`src/shared/tccu_pkg.sv`:
```
// ==========================================================
// register map, field layout and mode codes
package tccu_pkg;
    // register indices on the 4-bit byte-wide port
    localparam logic [3:0] ADDR_TB_LOW = 4'h0;
    localparam logic [3:0] ADDR_TB_HIGH = 4'h1;
    localparam logic [3:0] ADDR_CC_LOW = 4'h2;
    localparam logic [3:0] ADDR_CC_HIGH = 4'h3;
    localparam logic [3:0] ADDR_CTL = 4'h4;
    localparam logic [3:0] ADDR_TB_CTL = 4'h5;
    localparam logic [3:0] ADDR_FLAGS = 4'h6;
    localparam logic [3:0] ADDR_ENABLES = 4'h7;
    localparam logic [3:0] ADDR_INT_CTL = 4'h8;
    localparam logic [3:0] ADDR_DUTY_HI = 4'h9;
    // control register fields
    localparam int CTL_DUTY_LSB = 4;
    localparam logic [7:0] CTL_WMASK = 8'h3f;
    localparam logic [7:0] CTL_RESET = 8'h00;
    // time base control fields
    localparam int TBC_RUN = 0;
    localparam int TBC_ASYNC = 1;
    // flag and enable register fields
    localparam int FLG_OVF = 0;
    localparam int FLG_CH = 1;
    // interrupt control fields
    localparam int INT_PERIPHERAL_INTERRUPT_ENABLE = 6;
    localparam int INT_GIE = 7;
    // mode field codes
    localparam logic [3:0] MODE_OFF = 4'h0;
    localparam logic [3:0] MODE_CAP_FALL = 4'h4;
    localparam logic [3:0] MODE_CAP_RISE = 4'h5;
    localparam logic [3:0] MODE_CAP_RISE4 = 4'h6;
    localparam logic [3:0] MODE_CAP_RISE16 = 4'h7;
    localparam logic [3:0] MODE_CMP_SET = 4'h8;
    localparam logic [3:0] MODE_CMP_CLR = 4'h9;
    localparam logic [3:0] MODE_CMP_SOFT = 4'ha;
    localparam logic [3:0] MODE_CMP_SEV = 4'hb;
    // time base limits
    localparam logic [15:0] TB_MAX = 16'hffff;
    localparam logic [15:0] TB_ZERO = 16'h0000;
    // capture prescale terminal counts
    localparam logic [3:0] PRE_DIV4_LAST = 4'h3;
    localparam logic [3:0] PRE_DIV16_LAST = 4'hf;
    // interrupt vector shown when a wake branches
    localparam logic [15:0] IRQ_VECTOR = 16'h0004;
endpackage
```
`src/hdl/tccu_timer_capture_compare.sv`:
```
`timescale 1ns/1ps
`default_nettype none
// Summary of operation
// - time base counts up to ffff, wraps to 0000, sets overflow flag on wrap.
// - overflow interrupt needs overflow enable, peripheral enable and global enable.
// - during sleep the time base counts only in asynchronous external mode.
// - running overflow with both enables wakes; branches to vector if global enabled.
// - capture copies the 16-bit count into the value pair on the chosen event.
// - compare fires the chosen action when value pair equals the count.
// - special event clears counter without overflow flag; channel flag still set.
// - counter byte write in the same cycle as special event wins over clear.
// - capture and compare use 16-bit time base, PWM uses 8-bit period timer.
// - mode zero switches channel off and resets its internal state.
// - modes one to three are reserved and do nothing.
// - modes 4-7 capture on falling, rising, 4th rising, 16th rising edge.
// - mode 8 sets pin, mode 9 clears pin on match; both set channel flag.
// - mode 10 only sets channel flag on match, pin unchanged.
// - mode 11 sets flag, resets counter, starts conversion if enabled.
module tccu_timer_capture_compare (
    // clock and reset
    input wire logic mclk_i,
    input wire logic rst_b_i,
    // register port
    input wire logic [3:0] addr_i,
    input wire logic [7:0] wdata_i,
    input wire logic wr_i,
    input wire logic rd_i,
    output logic [7:0] rdata_o,
    // system side
    input wire logic sleep_i,
    input wire logic adc_enable_i,
    input wire logic ext_clk_i,
    output logic irq_o,
    output logic wake_o,
    output logic wake_vector_o,
    output logic [15:0] vector_o,
    output logic adc_start_o,
    // channel pin
    input wire logic ccp_pin_i,
    output logic ccp_pin_o,
    output logic ccp_pin_oe_b_o
);
    // ======================================================
    // state
    typedef struct packed {
        logic [15:0] tb_cnt;
        logic [15:0] cc_val;
        logic [7:0] ctl;
        logic tb_run;
        logic tb_async;
        logic ovf_flag;
        logic ch_flag;
        logic ovf_ie;
        logic ch_ie;
        logic peripheral_interrupt_enable;
        logic global_interrupt_enable;
        logic [7:0] duty_hi;
        logic [7:0] pwm_tmr;
        logic [2:0] pin_sync;
        logic [2:0] ext_sync;
        logic [3:0] presc;
        logic eq_q;
        logic pin_out;
        logic pin_oe_b;
        logic [7:0] rdata;
        logic irq;
        logic wake;
        logic wake_vec;
        logic adc_start;
    } tccu_state_s;

    tccu_state_s st;
    tccu_state_s next_st;

    // ======================================================
    // helpers
    // capture event from the synchronised pin and prescaler
    function automatic logic f_cap_hit(input logic [3:0] mode,
                                       input logic rise,
                                       input logic fall,
                                       input logic [3:0] presc);
        unique case (mode)
            tccu_pkg::MODE_CAP_FALL: f_cap_hit = fall;
            tccu_pkg::MODE_CAP_RISE: f_cap_hit = rise;
            tccu_pkg::MODE_CAP_RISE4:
                f_cap_hit = rise && presc == tccu_pkg::PRE_DIV4_LAST;
            tccu_pkg::MODE_CAP_RISE16:
                f_cap_hit = rise && presc == tccu_pkg::PRE_DIV16_LAST;
            default: f_cap_hit = 1'b0;
        endcase
    endfunction

    function automatic logic f_is_cmp(input logic [3:0] mode);
        f_is_cmp = mode[3:2] == 2'b10;
    endfunction

    logic [3:0] mode;
    logic [3:0] next_mode;
    logic rise;
    logic fall;
    logic ext_edge;
    logic tb_inc;
    logic cap_hit;
    logic cmp_fire;
    logic sev_fire;
    logic tb_wr;
    logic wr_ctl;

    assign mode = st.ctl[3:0];
    assign next_mode = wdata_i[3:0];
    // only stages two and three are looked at; stage one is metastable
    assign rise = st.pin_sync[1] && !st.pin_sync[2];
    assign fall = !st.pin_sync[1] && st.pin_sync[2];
    assign ext_edge = st.ext_sync[1] && !st.ext_sync[2];
    assign wr_ctl = wr_i && addr_i == tccu_pkg::ADDR_CTL;
    assign tb_wr = wr_i && (addr_i == tccu_pkg::ADDR_TB_LOW ||
                            addr_i == tccu_pkg::ADDR_TB_HIGH);
    // synchronous mode stops in sleep, asynchronous mode keeps counting
    assign tb_inc = st.tb_run &&
                    (st.tb_async ? ext_edge : !sleep_i);
    assign cap_hit = f_cap_hit(mode, rise, fall, st.presc);
    // fire once as the count reaches the value, not every cycle it rests
    assign cmp_fire = f_is_cmp(mode) &&
                      st.cc_val == st.tb_cnt && !st.eq_q;
    assign sev_fire = cmp_fire && mode == tccu_pkg::MODE_CMP_SEV;

    // ======================================================
    // next state
    always_comb begin
        logic ovf_set;
        logic ch_set;
        ovf_set = 1'b0;
        ch_set = 1'b0;
        next_st = st;
        next_st.pin_sync = {st.pin_sync[1:0], ccp_pin_i};
        next_st.ext_sync = {st.ext_sync[1:0], ext_clk_i};
        next_st.eq_q = f_is_cmp(mode) && st.cc_val == st.tb_cnt;

        // time base: count, wrap, special event clear, software write
        if (sev_fire) begin
            next_st.tb_cnt = tccu_pkg::TB_ZERO;
        end else if (tb_inc) begin
            next_st.tb_cnt = st.tb_cnt + 16'h0001;
            ovf_set = st.tb_cnt == tccu_pkg::TB_MAX;
        end
        if (wr_i && addr_i == tccu_pkg::ADDR_TB_LOW) begin
            next_st.tb_cnt[7:0] = wdata_i;
        end
        if (wr_i && addr_i == tccu_pkg::ADDR_TB_HIGH) begin
            next_st.tb_cnt[15:8] = wdata_i;
        end

        // capture and capture prescaler
        if (cap_hit) begin
            next_st.cc_val = st.tb_cnt;
            ch_set = 1'b1;
        end
        if ((mode == tccu_pkg::MODE_CAP_RISE4 ||
             mode == tccu_pkg::MODE_CAP_RISE16) && rise) begin
            next_st.presc = cap_hit ? 4'h0 : st.presc + 4'h1;
        end

        // compare actions; reserved codes never reach here
        if (cmp_fire) begin
            ch_set = 1'b1;
            if (mode == tccu_pkg::MODE_CMP_SET) begin
                next_st.pin_out = 1'b1;
            end else if (mode == tccu_pkg::MODE_CMP_CLR) begin
                next_st.pin_out = 1'b0;
            end
        end
        next_st.adc_start = sev_fire && adc_enable_i;

        // pwm on the 8-bit period timer, duty split over two registers
        if (mode[3:2] == 2'b11) begin
            next_st.pwm_tmr = st.pwm_tmr + 8'h01;
            next_st.pin_out = {st.pwm_tmr, 2'b00} <
                {st.duty_hi, st.ctl[5:4]};
        end else begin
            next_st.pwm_tmr = 8'h00;
        end
        // pin is driven in set, clear and pwm modes only
        next_st.pin_oe_b = !(mode == tccu_pkg::MODE_CMP_SET ||
                             mode == tccu_pkg::MODE_CMP_CLR ||
                             mode[3:2] == 2'b11);

        // register writes
        if (wr_i) begin
            unique case (addr_i)
                tccu_pkg::ADDR_CC_LOW: next_st.cc_val[7:0] = wdata_i;
                tccu_pkg::ADDR_CC_HIGH: next_st.cc_val[15:8] = wdata_i;
                tccu_pkg::ADDR_CTL:
                    next_st.ctl = wdata_i & tccu_pkg::CTL_WMASK;
                tccu_pkg::ADDR_TB_CTL: begin
                    next_st.tb_run = wdata_i[tccu_pkg::TBC_RUN];
                    next_st.tb_async = wdata_i[tccu_pkg::TBC_ASYNC];
                end
                tccu_pkg::ADDR_FLAGS: begin
                    next_st.ovf_flag = wdata_i[tccu_pkg::FLG_OVF];
                    next_st.ch_flag = wdata_i[tccu_pkg::FLG_CH];
                end
                tccu_pkg::ADDR_ENABLES: begin
                    next_st.ovf_ie = wdata_i[tccu_pkg::FLG_OVF];
                    next_st.ch_ie = wdata_i[tccu_pkg::FLG_CH];
                end
                tccu_pkg::ADDR_INT_CTL: begin
                    next_st.peripheral_interrupt_enable = wdata_i[tccu_pkg::INT_PERIPHERAL_INTERRUPT_ENABLE];
                    next_st.global_interrupt_enable = wdata_i[tccu_pkg::INT_GIE];
                end
                tccu_pkg::ADDR_DUTY_HI: next_st.duty_hi = wdata_i;
                default: begin
                end
            endcase
        end
        // a new mode restarts the edge prescaler
        if (wr_ctl && next_mode != mode) begin
            next_st.presc = 4'h0;
        end
        // off clears prescaler, pin level, match history and pwm timer; a write leaving it wins
        if (mode == tccu_pkg::MODE_OFF && !wr_ctl) begin
            next_st.presc = 4'h0;
            next_st.pin_out = 1'b0;
            next_st.eq_q = 1'b0;
            next_st.pwm_tmr = 8'h00;
        end

        // hardware set beats a software clear in the same cycle
        if (ovf_set) begin
            next_st.ovf_flag = 1'b1;
        end
        if (ch_set) begin
            next_st.ch_flag = 1'b1;
        end

        // interrupt output follows the next flags; wake outputs pulse on the overflow set itself
        next_st.irq = ((next_st.ovf_flag && next_st.ovf_ie) ||
                       (next_st.ch_flag && next_st.ch_ie)) &&
                      next_st.peripheral_interrupt_enable && next_st.global_interrupt_enable;
        next_st.wake = ovf_set && sleep_i && st.tb_run &&
                       st.ovf_ie && st.peripheral_interrupt_enable;
        next_st.wake_vec = ovf_set && sleep_i && st.tb_run &&
                           st.ovf_ie && st.peripheral_interrupt_enable && st.global_interrupt_enable;

        // read data stands one cycle after the strobe only
        next_st.rdata = 8'h00;
        if (rd_i) begin
            unique case (addr_i)
                tccu_pkg::ADDR_TB_LOW: next_st.rdata = st.tb_cnt[7:0];
                tccu_pkg::ADDR_TB_HIGH: next_st.rdata = st.tb_cnt[15:8];
                tccu_pkg::ADDR_CC_LOW: next_st.rdata = st.cc_val[7:0];
                tccu_pkg::ADDR_CC_HIGH: next_st.rdata = st.cc_val[15:8];
                tccu_pkg::ADDR_CTL:
                    next_st.rdata = st.ctl & tccu_pkg::CTL_WMASK;
                tccu_pkg::ADDR_TB_CTL:
                    next_st.rdata = {6'h00, st.tb_async, st.tb_run};
                tccu_pkg::ADDR_FLAGS:
                    next_st.rdata = {6'h00, st.ch_flag, st.ovf_flag};
                tccu_pkg::ADDR_ENABLES:
                    next_st.rdata = {6'h00, st.ch_ie, st.ovf_ie};
                tccu_pkg::ADDR_INT_CTL:
                    next_st.rdata = {st.global_interrupt_enable, st.peripheral_interrupt_enable, 6'h00};
                tccu_pkg::ADDR_DUTY_HI: next_st.rdata = st.duty_hi;
                default: next_st.rdata = 8'h00;
            endcase
        end
    end

    // ======================================================
    // state register
    always_ff @(posedge mclk_i or negedge rst_b_i) begin
        if (!rst_b_i) begin
            st <= '0;
            st.ctl <= tccu_pkg::CTL_RESET;
            st.pin_oe_b <= 1'b1;
        end else begin
            st <= next_st;
        end
    end

    assign rdata_o = st.rdata;
    assign irq_o = st.irq;
    assign wake_o = st.wake;
    assign wake_vector_o = st.wake_vec;
    assign vector_o = tccu_pkg::IRQ_VECTOR;
    assign adc_start_o = st.adc_start;
    assign ccp_pin_o = st.pin_out;
    assign ccp_pin_oe_b_o = st.pin_oe_b;
endmodule
`default_nettype wire

```
`config.mk`:
```
export PLATFORM = sky130hd
export DESIGN_NAME = tccu_timer_capture_compare
export DESIGN_NICKNAME = d
export VERILOG_FILES = /design/src/shared/tccu_pkg.sv /design/src/hdl/tccu_timer_capture_compare.sv
export SDC_FILE = /design/constraint.sdc
export NUM_CORES = 1
export LEC_CHECK = 0
export ABC_AREA = 1
export BUFFER_PORTS_ARGS = -buffer_cell sky130_fd_sc_hd__buf_2
export CAP_MARGIN = 30
export CORE_UTILIZATION = 55
export DETAILED_ROUTE_END_ITERATION = 8
export PLACE_DENSITY_LB_ADDON = 0.08
export SLEW_MARGIN = 5
export SYNTH_ARGS = -nofsm -noshare
export SYNTH_HDL_FRONTEND = slang
export SYNTH_SLANG_ARGS = --single-unit
```
`constraint.sdc`:
```
create_clock -name mclk_i -period 2 [get_ports mclk_i]
set_input_delay 0.5 -clock mclk_i [delete_from_list [all_inputs] [get_ports mclk_i]]
set_output_delay 0.5 -clock mclk_i [all_outputs]
set_load 0.005 [all_outputs]
```
==> flow_metrics.env, run 1 <==
export IMPL_final_max_slew_viol_count=0
export IMPL_areaGrowthSynthToFinish_pct=15.5
export IMPL_status="finished clean"
export IMPL_grt_antenna_before_repair=0
export IMPL_max_freq_ghz=0.528
export IMPL_total_power_mw=6.63
export IMPL_syn_area_per_cell_sq_um=7.35
export IMPL_clk_pin_slew_ns=0.09
export IMPL_final_area_sq_um=6030
export IMPL_numClockSinks=87
export IMPL_ys_ff_latch=87
export IMPL_skew_ns=0.0126
export IMPL_holdBufCountCts=0
export IMPL_utilization=0.653
export IMPL_synth_main_ff_cell="dfrtp_1"
export IMPL_drive_gt1_frac=0.162
export IMPL_tightest_slew_ns=0.570
export IMPL_dp_slack_ns=-0.00764
export IMPL_end_kind="register"
export IMPL_netSwitchingFraction=0.400
export IMPL_crit_type="reg2reg"
export IMPL_diodes=0
export IMPL_h_tree_depth=3
export IMPL_timing_final_crit_period_ns=1.89
export IMPL_setup_ws_ns=0.107
export IMPL_cts_buffer_depth=2
export IMPL_final_setup_viol_count=0
export IMPL_combinationalPowerShare=0.393
export IMPL_fin_crit_sh=0.947
export IMPL_rsz0062_at_grt="true"
export IMPL_yosysUniqueCellTypes=44
export IMPL_drc=0
export IMPL_numCtsBuffers=9
export IMPL_start_util=0.565
export IMPL_dpl_cell_area_sq_um=5780
export IMPL_wl_microns=15600
export IMPL_first_pass_iters=5
export IMPL_sequentialPowerShare=0.400
export IMPL_r2r_cells=13
export IMPL_p_switching_mw=2.65
export IMPL_clockPowerShare=0.207
export IMPL_ioPinCount=50
export IMPL_required_ns=2.24
export IMPL_grt_pass1_vias=4765
export IMPL_grt_ovfl_total=0
export IMPL_dp_hpwl_microns=12100
export IMPL_clk_latency_ns=0.36
export IMPL_routabilityCongestion=1.02
export IMPL_crit_end="st[83]"
export IMPL_hold_slack_ns=0.101
export IMPL_syn_cell_area_sq_um=5220
export IMPL_r2r_end="st[83]"
export IMPL_crit_arrival_ns=2.13
export IMPL_synth_simple_area_share=0.292
export IMPL_slew_limit_headroom=0.610
export IMPL_muxShareOfSynthArea=0.00192
export IMPL_postRouteAntennaNets=0
export IMPL_mostFrequentLayoutCells="162 x nand2_1, 89 x inv_1, 82 x dfrtp_1"
export IMPL_ys_warnings_count=0
export IMPL_intPower_mw=3.98
export IMPL_grt_usage=0.330
export IMPL_portBuffers=33
export IMPL_peakVddDrop_mv=0.654
export IMPL_synthAdderAreaFrac=0.0263
export IMPL_power_density_nw_per_um2=1100
export IMPL_reg2reg_from="st[87]"
export IMPL_cts_tree="built"
export IMPL_hold_class="in2async"
export IMPL_cp_max_fo=5
export IMPL_fp_dieArea_sq_um=9890
export IMPL_core_sq_um=9240
export IMPL_wl_per_cell_microns=17.0
export IMPL_hold_viol_final=0
export IMPL_drt_iter0_markers=457
export IMPL_max_cap_viol_count=0
export IMPL_startpoint="st[87]"
export IMPL_num_rows=35
export IMPL_grt_pass1_wl_microns=24600
export IMPL_nets=816
export IMPL_post_cts_buffers=0
export IMPL_async_reset_ff_frac=1.00
export IMPL_vias=5132
export IMPL_synth_top_family_by_area="simple AND/OR/NAND/NOR gates"
export IMPL_rrSetupSlack_ns=0.11
export IMPL_vias_per_cell=5.58
export IMPL_p_leak_nw=3.05
export IMPL_synth_compound_area_frac=0.133
export IMPL_synthCells=711
export IMPL_mostFrequentLayoutCell="nand2_1"
export IMPL_synth_xor_area_share=0.0117
export IMPL_ys_seq_area_frac=0.417
export IMPL_cts_root_buf="clkbuf_8"
export IMPL_die_w_microns=99.5
export IMPL_grt_max_degree=37
export IMPL_crit_path_start_kind="register"
export IMPL_die_h_microns=99.5
export IMPL_synth_edf_count=0
[stage by stage]
step	TNS (ns)	instances
finish	0	919
CTS	0	918
global route	-0.0134	919
detailed placement	-0.00764	902
global placement	0	902
floorplan	0	725
[layer usage]
metal,global-route usage,vias up,share of wire,wire (microns)
li1,-,2458,-,-
met1,0.446,2383,0.43,6730
met2,0.533,253,0.46,7250
met3,0.0351,38,0.069,1080
met4,0.161,0,0.036,560
met5,0,-,0,0
[synthesized netlist by cell type, types with 2 or more instances]
cell type | n | area, sq um
nor2_4 | 2 | 22.5
inv_2 | 4 | 15.0
nor4_1 | 2 | 12.5
a2111oi_0 | 2 | 17.5
nor2_1 | 75 | 282
nor3b_1 | 2 | 15.0
xnor2_1 | 5 | 43.8
o211ai_1 | 2 | 15.0
a31oi_1 | 4 | 25.0
o21ai_0 | 46 | 230
clkbuf_1 | 6 | 22.5
o21ai_1 | 10 | 50.1
buf_2 | 6 | 30.0
o2111ai_1 | 2 | 17.5
ha_1 | 11 | 138
nor2_2 | 4 | 25.0
conb_1 | 2 | 7.51
inv_1 | 89 | 334
a21oi_1 | 16 | 80.1
nand3_1 | 65 | 325
xor2_1 | 2 | 17.5
clkinv_1 | 2 | 7.51
nor3_1 | 11 | 55.1
nand2_1 | 163 | 612
buf_4 | 25 | 188
dfrtp_1 | 86 | 2150
o21bai_1 | 2 | 15.0
nand4_1 | 18 | 113
o22ai_1 | 32 | 200
[cell families (layout without fill, tap and decap cells)]
group / after synthesis / count (layout)
XOR/XNOR: 7 / 7
other: 2 / 16
AO/OA/AOI/OAI: 120 / 120
adder cells (fa/ha/maj): 11 / 11
flip-flops: 87 / 87
buffers and inverters: 133 / 198
multiplexers: 1 / 1
AND/OR/NAND/NOR: 350 / 350
[final cells by class]
type                       instances  area, sq um
tap                              129          161
clock buffer                      11          141
multi-input combinational        505         2510
sequential                        87         2180
clock inverter                     5         81.3
fill                             840         3210
inverter                          95          357
timing repair buffer              87          599
[registers in the layout, summed over array words and instances (netlist names), 4 cells and up]
name and count:
st 65, next_st 4, mode 4, rdata_o 8
[power groups by stage]
stage	Sequential [mW]	Clock [mW]	Combinational [mW]
2_1_floorplan	2.57	0	1.63
3_3_place_gp	2.65	0	2.49
3_5_place_dp	2.65	0	2.53
4_1_cts	2.62	1.40	2.55
5_1_grt	2.70	1.46	2.91
6_report	2.65	1.37	2.61
[worst min-delay path by stage]
stage	slack [ns]	depth (start not counted)	to	from
after global placement	0.33	0	next_st[24]	next_st[23]
final	0.10	1	st[27]	rst_b_i
after detailed placement	0.34	0	next_st[24]	next_st[23]
after CTS	0.11	1	mode[2]	rst_b_i
after global routing	0.13	1	mode[2]	rst_b_i
after floorplan	0.20	0	adc_start_o	rst_b_i
[critical path, cell delays in order, from the launching register on]
cell and delay, ns:
dfrtp_1 0.42, inv_1 0.10, nand2_1 0.07, nand2_1 0.08, nand2_1 0.08, nor2_2 0.11, nand3_1 0.09, nor2_2 0.11
nand4_1 0.22, inv_2 0.14, nor2_4 0.05, buf_4 0.16, nand3_1 0.06, nand3_1 0.09
[timing repair]
| action | in CTS | in global routing |
|---|---|---|
| resized for setup | 0 | 11 |
| hold endpoints to repair | 0 | 0 |
| endpoints found under the setup margin | 0 | 10 |
Power figures use the tool's default switching activity.
==> run 2, diff against run 1 <==
ABC_AREA = unset   (was 1)
MAX_ROUTING_LAYER = met4   (was unset)
==> flow_metrics.env, run 2 <==
export IMPL_status="finished clean"
export IMPL_grt_max_degree=35
export IMPL_drive_gt1_frac=0.222
export IMPL_crit_type="reg2reg"
export IMPL_synth_top_area_frac=0.409
export IMPL_cts_root_buf="clkbuf_8"
export IMPL_dp_hpwl_microns=9980
export IMPL_skew_ns=0.00965
export IMPL_critPathTopFamily="compound AO/OA/AOI/OAI gates"
export IMPL_synthCells=518
export IMPL_cts_tree="built"
export IMPL_multi_input_area_sq_um=2700
export IMPL_final_cells=692
export IMPL_ys_ff_latch=87
export IMPL_hold_class="in2async"
export IMPL_nets=589
export IMPL_num_rows=35
export IMPL_post_cts_resized=0
export IMPL_holdBufCountCts=0
export IMPL_power_density_nw_per_um2=981
export IMPL_diodes=0
export IMPL_path_cells="inv_1 > ha_1 > a211oi_1 > o21ai_0 > o221ai_1 > o311ai_0 > o22ai_1"
export IMPL_peakVddDrop_mv=0.573
export IMPL_seq_area_sq_um=2180
export IMPL_grt_pass1_vias=3834
export IMPL_top_register="st"
export IMPL_required_ns=2.29
export IMPL_portBuffers=33
export IMPL_grt_ovfl_total=0
export IMPL_crit_arrival_ns=2.18
export IMPL_grt_pass1_wl_microns=21200
export IMPL_mostFrequentLayoutCells="86 x dfrtp_1, 53 x nand2_1, 36 x buf_4"
export IMPL_yosysUniqueCellTypes=70
export IMPL_syn_area_per_cell_sq_um=10.2
export IMPL_fin_crit_sh=0.945
export IMPL_post_cts_buffers=0
export IMPL_synth_edf_count=0
export IMPL_ys_warnings_count=0
export IMPL_synth_simple_area_share=0.180
export IMPL_postRouteAntennaNets=0
export IMPL_synth_main_ff_cell="dfrtp_1"
export IMPL_clk_latency_ns=0.37
export IMPL_start_util=0.570
export IMPL_wl_per_cell_microns=19.1
export IMPL_final_setup_viol_count=0
export IMPL_drc=0
export IMPL_grt_antenna_before_repair=0
export IMPL_final_max_slew_viol_count=0
export IMPL_syn_cell_area_sq_um=5270
export IMPL_async_reset_ff_frac=1.00
export IMPL_die_w_microns=99.8
export IMPL_yosysTopAreaCell="dfrtp_1"
export IMPL_crit_path_start_kind="register"
export IMPL_yosys_top_cells_count="86 x dfrtp_1, 53 x nand2_1, 33 x mux2i_1, 33 x xor2_1, 30 x nor2_1"
export IMPL_fillCellCount=785
export IMPL_cp_slowest_cell="dfrtp_1"
export IMPL_p_leak_nw=2.78
export IMPL_ioPinCount=50
export IMPL_max_cap_viol_count=0
export IMPL_synthAdderAreaFrac=0.0261
export IMPL_areaGrowthSynthToFinish_pct=10.7
export IMPL_core_sq_um=9240
export IMPL_yosysMostFrequentCell="dfrtp_1"
export IMPL_rsz0062_at_grt="false"
export IMPL_fp_dieArea_sq_um=9970
export IMPL_dpl_cell_area_sq_um=5630
export IMPL_end_kind="register"
export IMPL_numCtsBuffers=9
export IMPL_hold_viol_final=0
export IMPL_clk_pin_slew_ns=0.09
export IMPL_max_freq_ghz=0.529
export IMPL_synth_xor_area_share=0.0682
export IMPL_cp_buffers_inverters=1
export IMPL_synth_area_leaders="dfrtp_1 41%, mux2i_1 6.3%, xor2_1 5.5%, buf_4 4.1%, mux2_2 4.1%"
export IMPL_utilization=0.631
export IMPL_wl_microns=13200
export IMPL_cp_max_fo=3
export IMPL_final_area_sq_um=5830
export IMPL_die_h_microns=99.8
export IMPL_synth_top_family_by_area="simple AND/OR/NAND/NOR gates"
export IMPL_vias=3995
export IMPL_synth_compound_area_frac=0.113
export IMPL_mostFrequentLayoutCell="dfrtp_1"
export IMPL_ys_seq_area_frac=0.414
export IMPL_fin_setup_tns_ns=0
export IMPL_grt_usage=0.296
export IMPL_vias_per_cell=5.77
export IMPL_drt_iter0_markers=237
export IMPL_first_pass_iters=5
export IMPL_place_inst=676
export IMPL_h_tree_depth=3
export IMPL_numClockSinks=87
export IMPL_largest_reg_flops=65
export IMPL_routabilityCongestion=0.959
export IMPL_max_stage_delay_ns=0.40
export IMPL_muxShareOfSynthArea=0.113
export IMPL_timing_final_crit_period_ns=1.89
export IMPL_cts_buffer_depth=2
==> run 2: cell count changes after synthesis, moves of 9 or more <==
cell	previous run	this run
nand2_1	163	53
inv_1	89	13
nand3_1	65	15
nor2_1	75	30
mux2i_1	1	33
xor2_1	2	33
o22ai_1	32	3
o21ai_0	46	22
mux2_2	0	19
o31ai_1	1	16
buf_2	6	17
nand4_1	18	7
and3_1	1	10
==> run 2: area by class of cell <==
cell class / count / share of cell area
Multi-Input combinational cell: 373 / 0.463
Sequential cell: 87 / 0.374
Timing Repair Buffer: 74 / 0.0944
Tap cell: 129 / 0.0277
Clock buffer: 13 / 0.0255
Inverter: 13 / 0.00837
Clock inverter: 3 / 0.00730
==> run 2: final timing paths <==
path	start	end	slack, ns	cells past startpoint
setup / recovery	st[36]	ccp_pin_o	0.11	7
setup reg to reg	st[36]	ccp_pin_o	0.11	7
max in group asynchronous	rst_b_i	st[76]	1.40	2
hold / removal	rst_b_i	st[18]	0.07	1
min in group mclk_i	ccp_pin_i	next_st[23]	0.23	1
hold reg to reg	next_st[20]	next_st[21]	0.35	0
==> run 2: where the power goes <==
group,leakage (nW),switching [mW],total [mW],internal [mW]
logic,1.58,0.996,1.85,0.856
registers,1.11,0.466,2.64,2.17
clock network,0.0936,0.613,1.22,0.611
total,2.78,2.08,5.72,3.64
==> run 2: routing by layer <==
metal,share of wire,track usage,up-vias
met4,0.026,0.122,0
met5,0,-,-
met3,0.045,0.0390,27
li1,-,-,1886
met2,0.46,0.446,134
met1,0.47,0.405,1948
==> run 2: cells by family (layout without fill, tap and decap cells) <==
group,count (synthesis),count (layout)
AO/OA/AOI/OAI,85,85
XOR/XNOR,41,41
adder cells (fa/ha/maj),11,11
buffers and inverters,72,103
flip-flops,87,87
multiplexers,54,54
other,2,16
AND/OR/NAND/NOR,166,166
==> run 2: through the flow <==
step                total power, mW  hold slack [ns]  worst slack (ns)
floorplan                      3.88            0.204             0.255
global placement               4.45            0.334             0.114
detailed placement             4.50            0.341            0.0724
CTS                            5.73           0.0677            0.0689
global route                   6.05           0.0953            0.0176
finish                         5.72           0.0723             0.110
==> run 3, diff against run 2 <==
CTS_BUF_LIST = sky130_fd_sc_hd__clkbuf_16   (was unset)
==> flow_metrics.env, run 3 (same netlist as run 2, synthesis figures left out) <==
export IMPL_r2r_end="ccp_pin_o"
export IMPL_grt_pass1_wl_microns=21200
export IMPL_grt_usage=0.295
export IMPL_grt_antenna_before_repair=0
export IMPL_wl_microns=13200
export IMPL_final_setup_viol_count=0
export IMPL_die_h_microns=99.8
export IMPL_rrSetupSlack_ns=0.12
export IMPL_dp_hpwl_microns=9980
export IMPL_intPower_mw=3.98
export IMPL_hold_class="in2async"
export IMPL_drc=0
export IMPL_dp_slack_ns=0.0724
export IMPL_routabilityCongestion=0.959
export IMPL_utilization=0.641
export IMPL_vias=3989
export IMPL_p_switching_mw=2.14
export IMPL_max_cap_viol_count=0
export IMPL_critPathTopFamily="compound AO/OA/AOI/OAI gates"
export IMPL_postRouteAntennaNets=0
export IMPL_cp_buffers_inverters=1
export IMPL_total_power_mw=6.12
export IMPL_mostFrequentLayoutCells="86 x dfrtp_1, 53 x nand2_1, 36 x buf_4"
export IMPL_crit_type="reg2reg"
export IMPL_ioPinCount=50
export IMPL_grt_pass1_vias=3841
export IMPL_required_ns=2.26
export IMPL_vias_per_cell=5.76
export IMPL_grt_ovfl_total=0
export IMPL_cts_tree="built"
export IMPL_crit_path_start_kind="register"
export IMPL_hold_viol_final=0
export IMPL_r2r_cells=7
export IMPL_final_max_slew_viol_count=0
export IMPL_h_tree_depth=3
export IMPL_end_kind="register"
export IMPL_cp_max_fo=3
export IMPL_numCtsBuffers=9
export IMPL_clk_pin_slew_ns=0.06
export IMPL_cts_root_buf="clkbuf_16"
export IMPL_top_register="st"
export IMPL_wl_per_cell_microns=19.1
export IMPL_clk_latency_ns=0.34
export IMPL_peakVddDrop_mv=0.606
export IMPL_max_stage_delay_ns=0.39
export IMPL_largest_reg_flops=65
export IMPL_fin_crit_sh=0.940
export IMPL_skew_ns=0.00677
export IMPL_start_util=0.570
export IMPL_crit_arrival_ns=2.14
export IMPL_grt_max_degree=35
export IMPL_die_w_microns=99.8
export IMPL_combinationalPowerShare=0.303
export IMPL_netSwitchingFraction=0.349
export IMPL_areaGrowthSynthToFinish_pct=12.5
export IMPL_clockPowerShare=0.264
export IMPL_drt_iter0_markers=227
export IMPL_num_rows=35
export IMPL_nets=589
export IMPL_numClockSinks=87
export IMPL_max_freq_ghz=0.532
export IMPL_setup_ws_ns=0.120
export IMPL_power_density_nw_per_um2=1030
export IMPL_timing_final_crit_period_ns=1.88
export IMPL_mostFrequentLayoutCell="dfrtp_1"
export IMPL_reg2reg_from="st[36]"
export IMPL_p_leak_nw=2.83
export IMPL_sequentialPowerShare=0.433
export IMPL_core_sq_um=9240
export IMPL_first_pass_iters=5
export IMPL_fp_dieArea_sq_um=9970
export IMPL_portBuffers=33
export IMPL_rsz0062_at_grt="false"
export IMPL_fin_setup_tns_ns=0
export IMPL_path_cells="inv_1 > ha_1 > a211oi_1 > o21ai_0 > o221ai_1 > o311ai_0 > o22ai_1"
export IMPL_cp_slowest_cell="dfrtp_1"
export IMPL_drive_gt1_frac=0.220
export IMPL_diodes=0
export IMPL_cts_buffer_depth=2
export IMPL_status="finished clean"
[run 3: power by group through the flow]
stage | Sequential, mW | Combinational (mW) | Clock, mW
2_1_floorplan | 2.47 | 1.40 | 0
3_3_place_gp | 2.65 | 1.80 | 0
3_5_place_dp | 2.66 | 1.84 | 0
4_1_cts | 2.63 | 1.85 | 1.64
5_1_grt | 2.69 | 2.04 | 1.71
6_report | 2.65 | 1.85 | 1.62
[run 3: cell type report]
type	count	area (sq um)
clock inverter	7	57.6
fill	770	3320
multi-input combinational	373	2700
sequential	87	2180
clock buffer	9	225
timing repair buffer	74	551
tap	129	161
inverter	13	48.8
[run 3: timing repair]
action                                  CTS  global route
endpoints found under the hold margin     0             0
hold buffers                              0             0
resized for setup                         0             1
endpoints found under the setup margin    0            14
buffers inserted                          0             0
[run 3: metrics by stage]
step | hold WS (ns) | instance area, sq um | cells
finish | 0.103 | 5920 | 692
global placement | 0.334 | 5630 | 676
detailed placement | 0.341 | 5630 | 676
CTS | 0.108 | 5920 | 692
global route | 0.132 | 5920 | 692
floorplan | 0.204 | 5320 | 532
[run 3: worst max path at each step]
stage / start / endpoint / slack, ns / cells past startpoint
5_1_grt: st[36] / ccp_pin_o / 0.04 / 7
3_3_place_gp: addr_i[3] / st[79] / 0.11 / 7
6_report: st[36] / ccp_pin_o / 0.12 / 7
3_5_place_dp: st[15] / st[65] / 0.07 / 7
2_1_floorplan: addr_i[1] / st[74] / 0.26 / 6
4_1_cts: st[15] / st[65] / 0.06 / 7
[run 3: routing by layer]
layer | GRT usage | vias up | wire [microns]
li1 | - | 1884 | -
met1 | 0.405 | 1944 | 6010
met2 | 0.445 | 132 | 6170
met3 | 0.0369 | 29 | 672
met4 | 0.120 | 0 | 385
met5 | - | - | 0
